## config.mk

```make
export PLATFORM = sky130hd
export DESIGN_NAME = ttcu_top
export DESIGN_NICKNAME = d
export VERILOG_FILES = /design/src/inc/ttcu_pkg.sv /design/src/inc/ttcu_mc_if.sv /design/src/rtl/ttcu_timebase.sv /design/src/rtl/ttcu_edge_det.sv /design/src/rtl/ttcu_top.sv
export SDC_FILE = /design/constraint.sdc
export NUM_CORES = 1
export LEC_CHECK = 0
export ABC_AREA = 1
export BUFFER_PORTS_ARGS = -buffer_cell sky130_fd_sc_hd__clkbuf_2
export CAP_MARGIN = 20
export CORE_UTILIZATION = 45
export DETAILED_ROUTE_END_ITERATION = 7
export MAX_ROUTING_LAYER = met4
export PLACE_DENSITY = 0.65
export SLEW_MARGIN = 20
export SYNTH_ARGS = -nofsm -noshare
export SYNTH_HDL_FRONTEND = slang
export SYNTH_SLANG_ARGS = --single-unit
```

## constraint.sdc

```tcl
create_clock -name clk -period 2.5 [get_ports clk]
set_input_delay 0.5 -clock clk [delete_from_list [all_inputs] [get_ports clk]]
set_output_delay 0.5 -clock clk [all_outputs]
set_load 0.02 [all_outputs]
```

## src/inc/ttcu_pkg.sv

```systemverilog
// constants shared by the triple timer/counter unit
// assumes a single clock domain and word-aligned AHB-Lite register access
package ttcu_pkg;

	// ------------------------------------------------------------
	// machine cycle
	// ------------------------------------------------------------
	localparam int unsigned MC_LONG  = 12;
	localparam int unsigned MC_SHORT = 6;
	localparam int unsigned PH_C3    = 2;
	localparam int unsigned PH_C4    = 3;

	// ------------------------------------------------------------
	// register byte offsets
	// ------------------------------------------------------------
	localparam logic [7:0] OFS_TMODE  = 8'h00;
	localparam logic [7:0] OFS_TCTRL  = 8'h04;
	localparam logic [7:0] OFS_TL0    = 8'h08;
	localparam logic [7:0] OFS_TH0    = 8'h0C;
	localparam logic [7:0] OFS_TL1    = 8'h10;
	localparam logic [7:0] OFS_TH1    = 8'h14;
	localparam logic [7:0] OFS_T2CTRL = 8'h18;
	localparam logic [7:0] OFS_T2MODE = 8'h1C;
	localparam logic [7:0] OFS_CAPL   = 8'h20;
	localparam logic [7:0] OFS_CAPH   = 8'h24;
	localparam logic [7:0] OFS_TL2    = 8'h28;
	localparam logic [7:0] OFS_TH2    = 8'h2C;
	localparam logic [7:0] OFS_CFG    = 8'h30;

	// ------------------------------------------------------------
	// field positions
	// ------------------------------------------------------------
	localparam int unsigned TM_M0   = 0;
	localparam int unsigned TM_M1   = 1;
	localparam int unsigned TM_CT   = 2;
	localparam int unsigned TM_GATE = 3;
	localparam int unsigned TM_T1   = 4;
	localparam int unsigned TC_TR0  = 4;
	localparam int unsigned TC_TF0  = 5;
	localparam int unsigned TC_TR1  = 6;
	localparam int unsigned TC_TF1  = 7;
	localparam int unsigned T2_CPRL = 0;
	localparam int unsigned T2_CT   = 1;
	localparam int unsigned T2_TR   = 2;
	localparam int unsigned T2_EXEN = 3;
	localparam int unsigned T2_EXF  = 6;
	localparam int unsigned T2_TF   = 7;
	localparam int unsigned T2M_DOWN_COUNT_ENABLE = 0;
	localparam int unsigned CFG_SIXT = 0;

	// ------------------------------------------------------------
	// modes, edge inputs, reset values, bus
	// ------------------------------------------------------------
	localparam logic [1:0] MODE_13    = 2'h0;
	localparam logic [1:0] MODE_16    = 2'h1;
	localparam logic [1:0] MODE_RLD   = 2'h2;
	localparam logic [1:0] MODE_SPLIT = 2'h3;
	localparam int unsigned EDGE_T0   = 0;
	localparam int unsigned EDGE_T1   = 1;
	localparam int unsigned EDGE_T2   = 2;
	localparam int unsigned EDGE_TRIG = 3;
	localparam int unsigned NUM_EDGE  = 4;
	localparam logic [7:0] RST_BYTE   = 8'h00;
	localparam logic [2:0] SIZE_WORD  = 3'h2;
	localparam logic       RESP_OKAY  = 1'b0;

endpackage

```

## src/inc/ttcu_mc_if.sv

```systemverilog
// machine-cycle phase strobes passed from the time base to its users
// assumes both strobes are single-cycle pulses on the one system clock
`timescale 1ns/10ps
`default_nettype none

interface ttcu_mc_if;
	logic mcSample;
	logic mcUpdate;
	modport src (output mcSample, output mcUpdate);
	modport snk (input mcSample, input mcUpdate);
endinterface

`default_nettype wire

```

## src/rtl/ttcu_timebase.sv

```systemverilog
// machine-cycle generator: 12 or 6 clocks per machine cycle
// assumes sixT may change at any time; the cycle wraps at once only if the count is already at or past its new last phase
`timescale 1ns/10ps
`default_nettype none

module ttcu_timebase
	import ttcu_pkg::*;
#(
	parameter int unsigned LONG_LEN  = MC_LONG,
	parameter int unsigned SHORT_LEN = MC_SHORT
) (
	input  wire logic clk,   // system clock
	input  wire logic srst,  // synchronous reset
	input  wire logic sixT,  // short machine cycle select
	ttcu_mc_if.src    mc     // phase strobes
);
	localparam int unsigned CW = $clog2(LONG_LEN);

	generate
		if (SHORT_LEN <= PH_C4 || LONG_LEN < SHORT_LEN) begin : g_bad
			$error("ttcu_timebase: cycle lengths cannot hold both phases");
		end
	endgenerate

	logic [CW-1:0] cntQ;
	logic [CW-1:0] lastPh;

	assign lastPh = sixT ? CW'(SHORT_LEN - 1) : CW'(LONG_LEN - 1);

	always_ff @(posedge clk) begin
		if (srst || cntQ >= lastPh) begin
			cntQ <= '0;
		end else begin
			cntQ <= cntQ + CW'(1);
		end
	end

	// update comes before sample, so an edge seen now counts next cycle
	assign mc.mcUpdate = (cntQ == CW'(PH_C3));
	assign mc.mcSample = (cntQ == CW'(PH_C4));

endmodule

`default_nettype wire

```

## src/rtl/ttcu_edge_det.sv

```systemverilog
// falling-edge recogniser for pins sampled once per machine cycle
// assumes pins are synchronous to clk; result holds one machine cycle
`timescale 1ns/10ps
`default_nettype none

module ttcu_edge_det #(
	parameter int unsigned W = 4
) (
	input  wire logic         clk,    // system clock
	input  wire logic         srst,   // synchronous reset
	input  wire logic [W-1:0] pins,   // sampled inputs
	ttcu_mc_if.snk            mc,     // phase strobes
	output logic      [W-1:0] falls   // high-then-low seen
);
	generate
		if (W < 1) begin : g_bad
			$error("ttcu_edge_det: width must be at least one");
		end
		for (genvar i = 0; i < W; i++) begin : g_pin
			logic lastQ;
			always_ff @(posedge clk) begin
				if (srst) begin
					lastQ    <= 1'b0;
					falls[i] <= 1'b0;
				end else if (mc.mcSample) begin
					lastQ    <= pins[i];
					falls[i] <= lastQ & ~pins[i];
				end
			end
		end
	endgenerate

endmodule

`default_nettype wire

```

## src/rtl/ttcu_top.sv

```systemverilog
// three-timer counter unit with an AHB-Lite register slave
// assumes one clock, a single AHB-Lite master and word-wide accesses
//
// What this block does
// - count pins sampled once per machine cycle; high then low counts one
// - counts change only at update phase, one cycle after the edge
// - function select is mode bit 2 for timer 0, bit 6 for timer 1
// - machine cycle is 12 or 6 clocks, by configuration
// - timer function counts at clock/12 by default
// - mode 0 is 13 bits: high byte plus low five of low byte
// - timers 0/1 count when run set and gate clear or pin high
// - mode 0 rollover from 1FFF sets the overflow flag
// - mode 1 uses sixteen bits, flag on rollover from FFFF
// - mode 2 low byte reloads from high byte on overflow, sets flag
// - timer 1 in mode 3 holds its count
// - timer 0 mode 3 low byte uses all timer 0 controls
// - timer 0 mode 3 high byte counts cycles, uses timer 1 run and flag
// - then timer 1 runs without run bit or flag, gated by own mode 3
// - timer 2 counts pin or cycles by clock select, while run bit set
// - timer 2 capture mode counts up, flag on rollover from FFFF
// - capture mode trigger edge copies count and sets trigger flag
// - reload mode counts up, reloads from capture bytes, sets flag
// - reload mode trigger edge also reloads and sets trigger flag
// - timer 0/1 overflow flags clear when the core vectors to them
// - timer 2 flags clear only by software
//
// Implementation choices: the placing of the registers and the AHB-Lite register port.
`timescale 1ns/10ps
`default_nettype none

module ttcu_top
	import ttcu_pkg::*;
(
	input  wire logic        clk,                       // system clock
	input  wire logic        srst,                      // synchronous reset
	input  wire logic        hsel,                      // slave select
	input  wire logic [31:0] haddr,                     // byte address
	input  wire logic [1:0]  htrans,                    // transfer type
	input  wire logic        hwrite,                    // write when high
	input  wire logic [2:0]  hsize,                     // transfer size
	input  wire logic [31:0] hwdata,                    // write data
	input  wire logic        hready,                    // bus ready
	output logic             hreadyout,                 // slave ready
	output logic [31:0]      hrdata,                    // read data
	output logic             hresp,                     // always okay
	input  wire logic        countPinZero,              // timer 0 count pin
	input  wire logic        countPinOne,               // timer 1 count pin
	input  wire logic        countPinTwo,               // timer 2 count pin
	input  wire logic        triggerPin,                // timer 2 trigger pin
	input  wire logic        externalInterruptPinZero,  // timer 0 gate pin
	input  wire logic        externalInterruptPinOne,   // timer 1 gate pin
	input  wire logic        vectorAckZero,             // core vectors to timer 0
	input  wire logic        vectorAckOne,              // core vectors to timer 1
	output logic             timerZeroOverflowFlag,     // timer 0 request
	output logic             timerOneOverflowFlag,      // timer 1 request
	output logic             timerTwoOverflowFlag,      // timer 2 request
	output logic             externalTriggerFlag        // trigger request
);
	// ------------------------------------------------------------
	// machine cycle and pin edges
	// ------------------------------------------------------------
	ttcu_mc_if mcBus ();

	logic                sixTModeQ;
	logic [NUM_EDGE-1:0] edgePins;
	logic [NUM_EDGE-1:0] falls;

	ttcu_timebase u_timebase (
		.clk  (clk),
		.srst (srst),
		.sixT (sixTModeQ),
		.mc   (mcBus)
	);

	assign edgePins[EDGE_T0]   = countPinZero;
	assign edgePins[EDGE_T1]   = countPinOne;
	assign edgePins[EDGE_T2]   = countPinTwo;
	assign edgePins[EDGE_TRIG] = triggerPin;

	ttcu_edge_det #(
		.W (NUM_EDGE)
	) u_edges (
		.clk   (clk),
		.srst  (srst),
		.pins  (edgePins),
		.mc    (mcBus),
		.falls (falls)
	);

	// ------------------------------------------------------------
	// bus slave
	// ------------------------------------------------------------
	logic       wrPendQ;
	logic       rdPendQ;
	logic       sizeOkQ;
	logic [7:0] addrQ;
	logic [7:0] wByte;
	logic [7:0] rdByte;
	logic       accept;

	assign accept    = hsel & hready & htrans[1];
	assign wByte     = hwdata[7:0];
	assign hreadyout = ~rdPendQ;
	assign hresp     = RESP_OKAY;

	function automatic logic wrHit(input logic [7:0] off);
		return wrPendQ & sizeOkQ & (addrQ == off);
	endfunction

	always_ff @(posedge clk) begin
		if (srst) begin
			wrPendQ <= 1'b0;
			rdPendQ <= 1'b0;
			sizeOkQ <= 1'b0;
			addrQ   <= RST_BYTE;
		end else begin
			wrPendQ <= accept & hwrite;
			rdPendQ <= accept & ~hwrite;
			if (accept) begin
				addrQ   <= haddr[7:0];
				sizeOkQ <= (hsize == SIZE_WORD);
			end
		end
	end

	// one wait state on reads so a write just before is already seen
	always_ff @(posedge clk) begin
		if (srst) begin
			hrdata <= '0;
		end else if (rdPendQ) begin
			hrdata <= {24'h000000, rdByte};
		end
	end

	// ------------------------------------------------------------
	// control registers
	// ------------------------------------------------------------
	logic [7:0] timerModeRegister;
	logic       tr0Q;
	logic       tr1Q;
	logic       tr2Q;
	logic       ct2Q;
	logic       cpRlQ;
	logic       exenQ;
	logic       downCountEnableQ;

	always_ff @(posedge clk) begin
		if (srst) begin
			timerModeRegister <= RST_BYTE;
			tr0Q              <= 1'b0;
			tr1Q              <= 1'b0;
			tr2Q              <= 1'b0;
			ct2Q              <= 1'b0;
			cpRlQ             <= 1'b0;
			exenQ             <= 1'b0;
			downCountEnableQ  <= 1'b0;
			sixTModeQ         <= 1'b0;
		end else begin
			if (wrHit(OFS_TMODE)) begin
				timerModeRegister <= wByte;
			end
			if (wrHit(OFS_TCTRL)) begin
				tr0Q <= wByte[TC_TR0];
				tr1Q <= wByte[TC_TR1];
			end
			if (wrHit(OFS_T2CTRL)) begin
				tr2Q  <= wByte[T2_TR];
				ct2Q  <= wByte[T2_CT];
				cpRlQ <= wByte[T2_CPRL];
				exenQ <= wByte[T2_EXEN];
			end
			if (wrHit(OFS_T2MODE)) begin
				downCountEnableQ <= wByte[T2M_DOWN_COUNT_ENABLE];
			end
			if (wrHit(OFS_CFG)) begin
				sixTModeQ <= wByte[CFG_SIXT];
			end
		end
	end

	// ------------------------------------------------------------
	// timers 0 and 1
	// ------------------------------------------------------------
	logic [7:0]  tl0Q;
	logic [7:0]  th0Q;
	logic [7:0]  tl1Q;
	logic [7:0]  th1Q;
	logic [1:0]  mode0;
	logic [1:0]  mode1;
	logic [16:0] step0;
	logic [16:0] step1;
	logic        t0Split;
	logic        run0;
	logic        run1;
	logic        hiRun0;
	logic        set0;
	logic        set1;

	// returns {overflow, high, low} after one count in the given mode
	function automatic logic [16:0] stepCount(
		input logic [1:0] mode,
		input logic [7:0] hi,
		input logic [7:0] lo
	);
		logic [12:0] c13;
		logic [15:0] c16;
		c13 = {hi, lo[4:0]} + 13'h0001;
		c16 = {hi, lo} + 16'h0001;
		unique case (mode)
			MODE_13:    return {&{hi, lo[4:0]}, c13[12:5], lo[7:5], c13[4:0]};
			MODE_16:    return {&{hi, lo}, c16};
			MODE_RLD:   return {&lo, hi, (&lo) ? hi : c16[7:0]};
			MODE_SPLIT: return {&lo, hi, c16[7:0]};
		endcase
	endfunction

	assign mode0   = {timerModeRegister[TM_M1], timerModeRegister[TM_M0]};
	assign mode1   = {timerModeRegister[TM_T1 + TM_M1], timerModeRegister[TM_T1 + TM_M0]};
	assign t0Split = (mode0 == MODE_SPLIT);
	assign step0   = stepCount(mode0, th0Q, tl0Q);
	assign step1   = stepCount(mode1, th1Q, tl1Q);

	always_comb begin
		run0 = mcBus.mcUpdate & tr0Q
			& (~timerModeRegister[TM_GATE] | externalInterruptPinZero)
			& (~timerModeRegister[TM_CT] | falls[EDGE_T0]);
		run1 = mcBus.mcUpdate & (mode1 != MODE_SPLIT)
			& (t0Split | tr1Q)
			& (~timerModeRegister[TM_T1 + TM_GATE] | externalInterruptPinOne)
			& (~timerModeRegister[TM_T1 + TM_CT] | falls[EDGE_T1]);
		hiRun0 = mcBus.mcUpdate & t0Split & tr1Q;
		set0   = run0 & step0[16];
		set1   = t0Split ? (hiRun0 & (&th0Q)) : (run1 & step1[16]);
	end

	// software writes win over a count in the same cycle
	always_ff @(posedge clk) begin
		if (srst) begin
			tl0Q <= RST_BYTE;
			th0Q <= RST_BYTE;
		end else begin
			if (wrHit(OFS_TL0)) begin
				tl0Q <= wByte;
			end else if (run0) begin
				tl0Q <= step0[7:0];
			end
			if (wrHit(OFS_TH0)) begin
				th0Q <= wByte;
			end else if (hiRun0) begin
				th0Q <= th0Q + 8'h01;
			end else if (run0) begin
				th0Q <= step0[15:8];
			end
		end
	end

	always_ff @(posedge clk) begin
		if (srst) begin
			tl1Q <= RST_BYTE;
			th1Q <= RST_BYTE;
		end else begin
			if (wrHit(OFS_TL1)) begin
				tl1Q <= wByte;
			end else if (run1) begin
				tl1Q <= step1[7:0];
			end
			if (wrHit(OFS_TH1)) begin
				th1Q <= wByte;
			end else if (run1) begin
				th1Q <= step1[15:8];
			end
		end
	end

	// a hardware set always beats a clear in the same cycle
	always_ff @(posedge clk) begin
		if (srst) begin
			timerZeroOverflowFlag <= 1'b0;
			timerOneOverflowFlag  <= 1'b0;
		end else begin
			timerZeroOverflowFlag <= set0 | (wrHit(OFS_TCTRL) ? wByte[TC_TF0]
				: (timerZeroOverflowFlag & ~vectorAckZero));
			timerOneOverflowFlag  <= set1 | (wrHit(OFS_TCTRL) ? wByte[TC_TF1]
				: (timerOneOverflowFlag & ~vectorAckOne));
		end
	end

	// ------------------------------------------------------------
	// timer 2
	// ------------------------------------------------------------
	logic [7:0]  tl2Q;
	logic [7:0]  th2Q;
	logic [7:0]  capLoQ;
	logic [7:0]  capHiQ;
	logic [15:0] next2;
	logic        run2;
	logic        ovf2;
	logic        trig2;

	// up/down counting is not built: a set down enable counts up as well
	assign next2 = {th2Q, tl2Q} + 16'h0001;
	assign run2  = mcBus.mcUpdate & tr2Q & (~ct2Q | falls[EDGE_T2]);
	assign ovf2  = run2 & (&{th2Q, tl2Q});
	assign trig2 = mcBus.mcUpdate & exenQ & falls[EDGE_TRIG];

	always_ff @(posedge clk) begin
		if (srst) begin
			tl2Q <= RST_BYTE;
			th2Q <= RST_BYTE;
		end else if (wrHit(OFS_TL2) || wrHit(OFS_TH2)) begin
			if (wrHit(OFS_TL2)) begin
				tl2Q <= wByte;
			end else begin
				th2Q <= wByte;
			end
		end else if (~cpRlQ && (ovf2 || trig2)) begin
			tl2Q <= capLoQ;
			th2Q <= capHiQ;
		end else if (run2) begin
			tl2Q <= next2[7:0];
			th2Q <= next2[15:8];
		end
	end

	always_ff @(posedge clk) begin
		if (srst) begin
			capLoQ <= RST_BYTE;
			capHiQ <= RST_BYTE;
		end else if (cpRlQ && trig2) begin
			capLoQ <= tl2Q;
			capHiQ <= th2Q;
		end else begin
			if (wrHit(OFS_CAPL)) begin
				capLoQ <= wByte;
			end
			if (wrHit(OFS_CAPH)) begin
				capHiQ <= wByte;
			end
		end
	end

	// no vector clear here: only a software write drops these flags
	always_ff @(posedge clk) begin
		if (srst) begin
			timerTwoOverflowFlag <= 1'b0;
			externalTriggerFlag  <= 1'b0;
		end else begin
			timerTwoOverflowFlag <= ovf2 | (wrHit(OFS_T2CTRL) ? wByte[T2_TF]
				: timerTwoOverflowFlag);
			externalTriggerFlag  <= trig2 | (wrHit(OFS_T2CTRL) ? wByte[T2_EXF]
				: externalTriggerFlag);
		end
	end

	// ------------------------------------------------------------
	// read mux
	// ------------------------------------------------------------
	always_comb begin
		rdByte = RST_BYTE;
		unique case (addrQ)
			OFS_TMODE:  rdByte = timerModeRegister;
			OFS_TCTRL: begin
				rdByte[TC_TF1] = timerOneOverflowFlag;
				rdByte[TC_TR1] = tr1Q;
				rdByte[TC_TF0] = timerZeroOverflowFlag;
				rdByte[TC_TR0] = tr0Q;
			end
			OFS_TL0:    rdByte = tl0Q;
			OFS_TH0:    rdByte = th0Q;
			OFS_TL1:    rdByte = tl1Q;
			OFS_TH1:    rdByte = th1Q;
			OFS_T2CTRL: begin
				rdByte[T2_TF]   = timerTwoOverflowFlag;
				rdByte[T2_EXF]  = externalTriggerFlag;
				rdByte[T2_EXEN] = exenQ;
				rdByte[T2_TR]   = tr2Q;
				rdByte[T2_CT]   = ct2Q;
				rdByte[T2_CPRL] = cpRlQ;
			end
			OFS_T2MODE: rdByte[T2M_DOWN_COUNT_ENABLE] = downCountEnableQ;
			OFS_CAPL:   rdByte = capLoQ;
			OFS_CAPH:   rdByte = capHiQ;
			OFS_TL2:    rdByte = tl2Q;
			OFS_TH2:    rdByte = th2Q;
			OFS_CFG:    rdByte[CFG_SIXT] = sixTModeQ;
			default:    rdByte = RST_BYTE;
		endcase
	end

endmodule

`default_nettype wire

```

==> out/metrics.cfg <==
[run_status]
status=complete, no violations

[worst_setup_path]
cp_cell_sequence=inv_1 > ha_1 > nand2_1 > inv_1 > nand3_2 > nand2_4 > nand2_4 > nand2_8 > nand2_2 > nand2_1 > nand2_1 > nor2_1
crit_top_cell=nand2_1
crit_family=simple AND/OR/NAND/NOR gates
path_max_fanout=18
worstSetupStartpointType=flop
critPathRequiredTime_ns=2.82
cpPeakStageDelay_ns=0.41
cp-startpoint=u_timebase.cntQ[0]$_SDFF_PP0_
crit_arrival_ns=2.48
path_buf_inv=2
r2r-start=u_timebase.cntQ[0]$_SDFF_PP0_
end_kind=flop
worst-setup-path-type=flop to flop
slowest_stage=dfxtp_1

[drt]
ant_nets=0
wl_per_cell_um=16.6
drt-pass1-iter-count=6
route.vias.total=8946
via_per_inst=5.49
wl_um=27000
drtIter0Drc=985
drc=0

[clocking]
numCtsBuffers=17
clk_pin_slew_ns=0.06
cts.sinks=115
cts_hold_buf=0
clockBufferDepth=2
cts_tree=done
cts_root_buf=clkbuf_16
clk_latency_ns=0.43
cts_resized=0
postCtsSetupBuffers=0
cts_max_level=4

[final_layout]
fin_cells=1629
final_cell_mix=334 x nand2_1, 168 x nor2_1, 147 x inv_1
area_growth_pct=12.2
seq_area_mm2=0.00230
multi_input_area_mm2=0.00491
drive_above_1_share_pct=11.2
final_nets=1482
layout_commonest_cell=nand2_1
antennaDiodeCount=0
fillers=1826

[grt]
grt_pass1_wl_um=41700
grt_pass1_vias=7737
overflow=0
grt_start_max_net_pins=63
antenna_found_initial=0
grtUsageTotal_pct=30.3

[sta]
hold_violations=0
finalCriticalPeriod_ns=2.16
rsz0062_at_grt=no
tightest_slew_ns=0.741
finalSetupViolations=0
setup-tns-final_ns=0
worst_slack_ns=0.338
fin_crit_sh_pct=86.5
maxSlewViolCount=0
fin_skew_ns=0.00973
max_freq_ghz=0.463
slew_headroom_pct=50.6

[place]
placedCellCount=1597
dpl.hpwl_um=19900
port_buffers=45
place_ws_ns=0.442
place.gp.congestion=0.923

[synth]
syn_inst=1350
ys_seq_area_share_pct=28.1
ys_warn_count=0
post_synth_num_cell_types=44
yosys_register_bits=115
netlist_area_mm2=0.00819
syn_area_per_cell_um2=6.06

[floorplanning]
die-area_mm2=0.0187
initial_utilization_pct=46.7
fp.coreArea_mm2=0.0175
die_y_um=137
pin_count=120
rows=48
fp.dieW_um=137

[power]
p_per_area_mw_per_mm2=525
p_leak_nw=3.97
peakVddDrop_mv=0.503

[flow_run]
max_cap_viol_count=0

[worst_hold_path]
min_path_type=input port to flop
min_from=hwrite

[routing by layer]
metal / global-route usage [%] / part of all wire (%)
met3: 5.52 / 9.0
met2: 43.2 / 42
met4: 13.2 / 3.8
met5: - / 0
met1: 41.6 / 45
[synthesized netlist by cell type (all sizes together)]
library cell  count  area [um2]
nor4b             1        8.76
o211ai           12        90.1
conb              1        3.75
nand4            17         113
clkbuf           23        88.8
xor2             20         175
nor3             12        76.3
buf              46         314
ha                9         113
dfxtp           115        2300
a21oi            94         470
nand3           144         768
inv             169         634
o21ai            98         490
o22ai            14        87.6
clkinv            3        11.3
o221ai            2        17.5
nand2           343        1340
o21a              1        7.51
and2              1        6.26
a211oi            4        30.0
nor3b             1        7.51
a21o              1        7.51
xnor2             2        17.5
nor2            182         758
or2               1        6.26
a31oi            23         144
nand3b           10        75.1
bufinv            1        17.5
[layout make-up]
type / count / share of cell area (%)
inverter: 173 / 7.22
clock inverter: 14 / 2.21
sequential: 115 / 25.1
multi-input combinational: 1017 / 53.4
clock buffer: 18 / 4.78
timing repair buffer: 67 / 4.25
tap: 225 / 3.06
[report_power, final]
| group | total, mW | internal, mW | leakage (nW) | switching [mW] |
|---|---|---|---|---|
| sequential | 1.86 | 1.85 | 0.928 | 0.0152 |
| clock | 2.67 | 1.71 | 0.311 | 0.965 |
| combinational | 0.286 | 0.0644 | 2.74 | 0.221 |
[cells by family (layout without fill, tap and decap cells)]
group	count (synthesis)	count (layout)	synth area share (%)
simple gates	712	712	38.6
compound gates	249	249	16.4
buf+inv	242	272	13.0
flops	115	115	28.1
xor+xnor	22	22	2.35
fa+ha+maj	9	9	1.38
other cells	1	25	0.0458
[flip-flops by register name, summed over array words and instances (netlist names), 4 cells and up]
register	count
th0Q	8
tl0Q	8
tl2Q	8
u_edges.falls	4
u_timebase.cntQ	4
timerModeRegister	8
hrdata	8
u_edges.g_pin.lastQ	4
th1Q	8
capHiQ	8
tl1Q	8
addrQ	8
capLoQ	8
th2Q	8
[worst paths after layout]
kind	end	slack, ns	cells after the start
worst max-delay path	tl2Q[2]$_SDFFE_PP0P_	0.34	12
worst min-delay path	rdPendQ$_SDFF_PP0_	0.25	2
worst max register to register	tl2Q[2]$_SDFFE_PP0P_	0.34	12
worst min register to register	downCountEnableQ$_SDFFE_PP0P_	0.45	2
[stage by stage]
stage / cell area, um2 / utilization (%) / hold WS, ns / power [mW]
2_1_floorplan: 8280 / - / 0.424 / 2.11
6_report: 9190 / 52.4 / 0.254 / 4.82
4_1_cts: 9190 / 52.4 / 0.250 / 4.84
3_5_place_dp: 8540 / 48.7 / 0.439 / 2.18
3_3_place_gp: 8540 / 48.7 / 0.438 / 2.18
5_1_grt: 9190 / 52.4 / 0.261 / 4.93
Note: power is estimated with default switching activity, not from simulation.
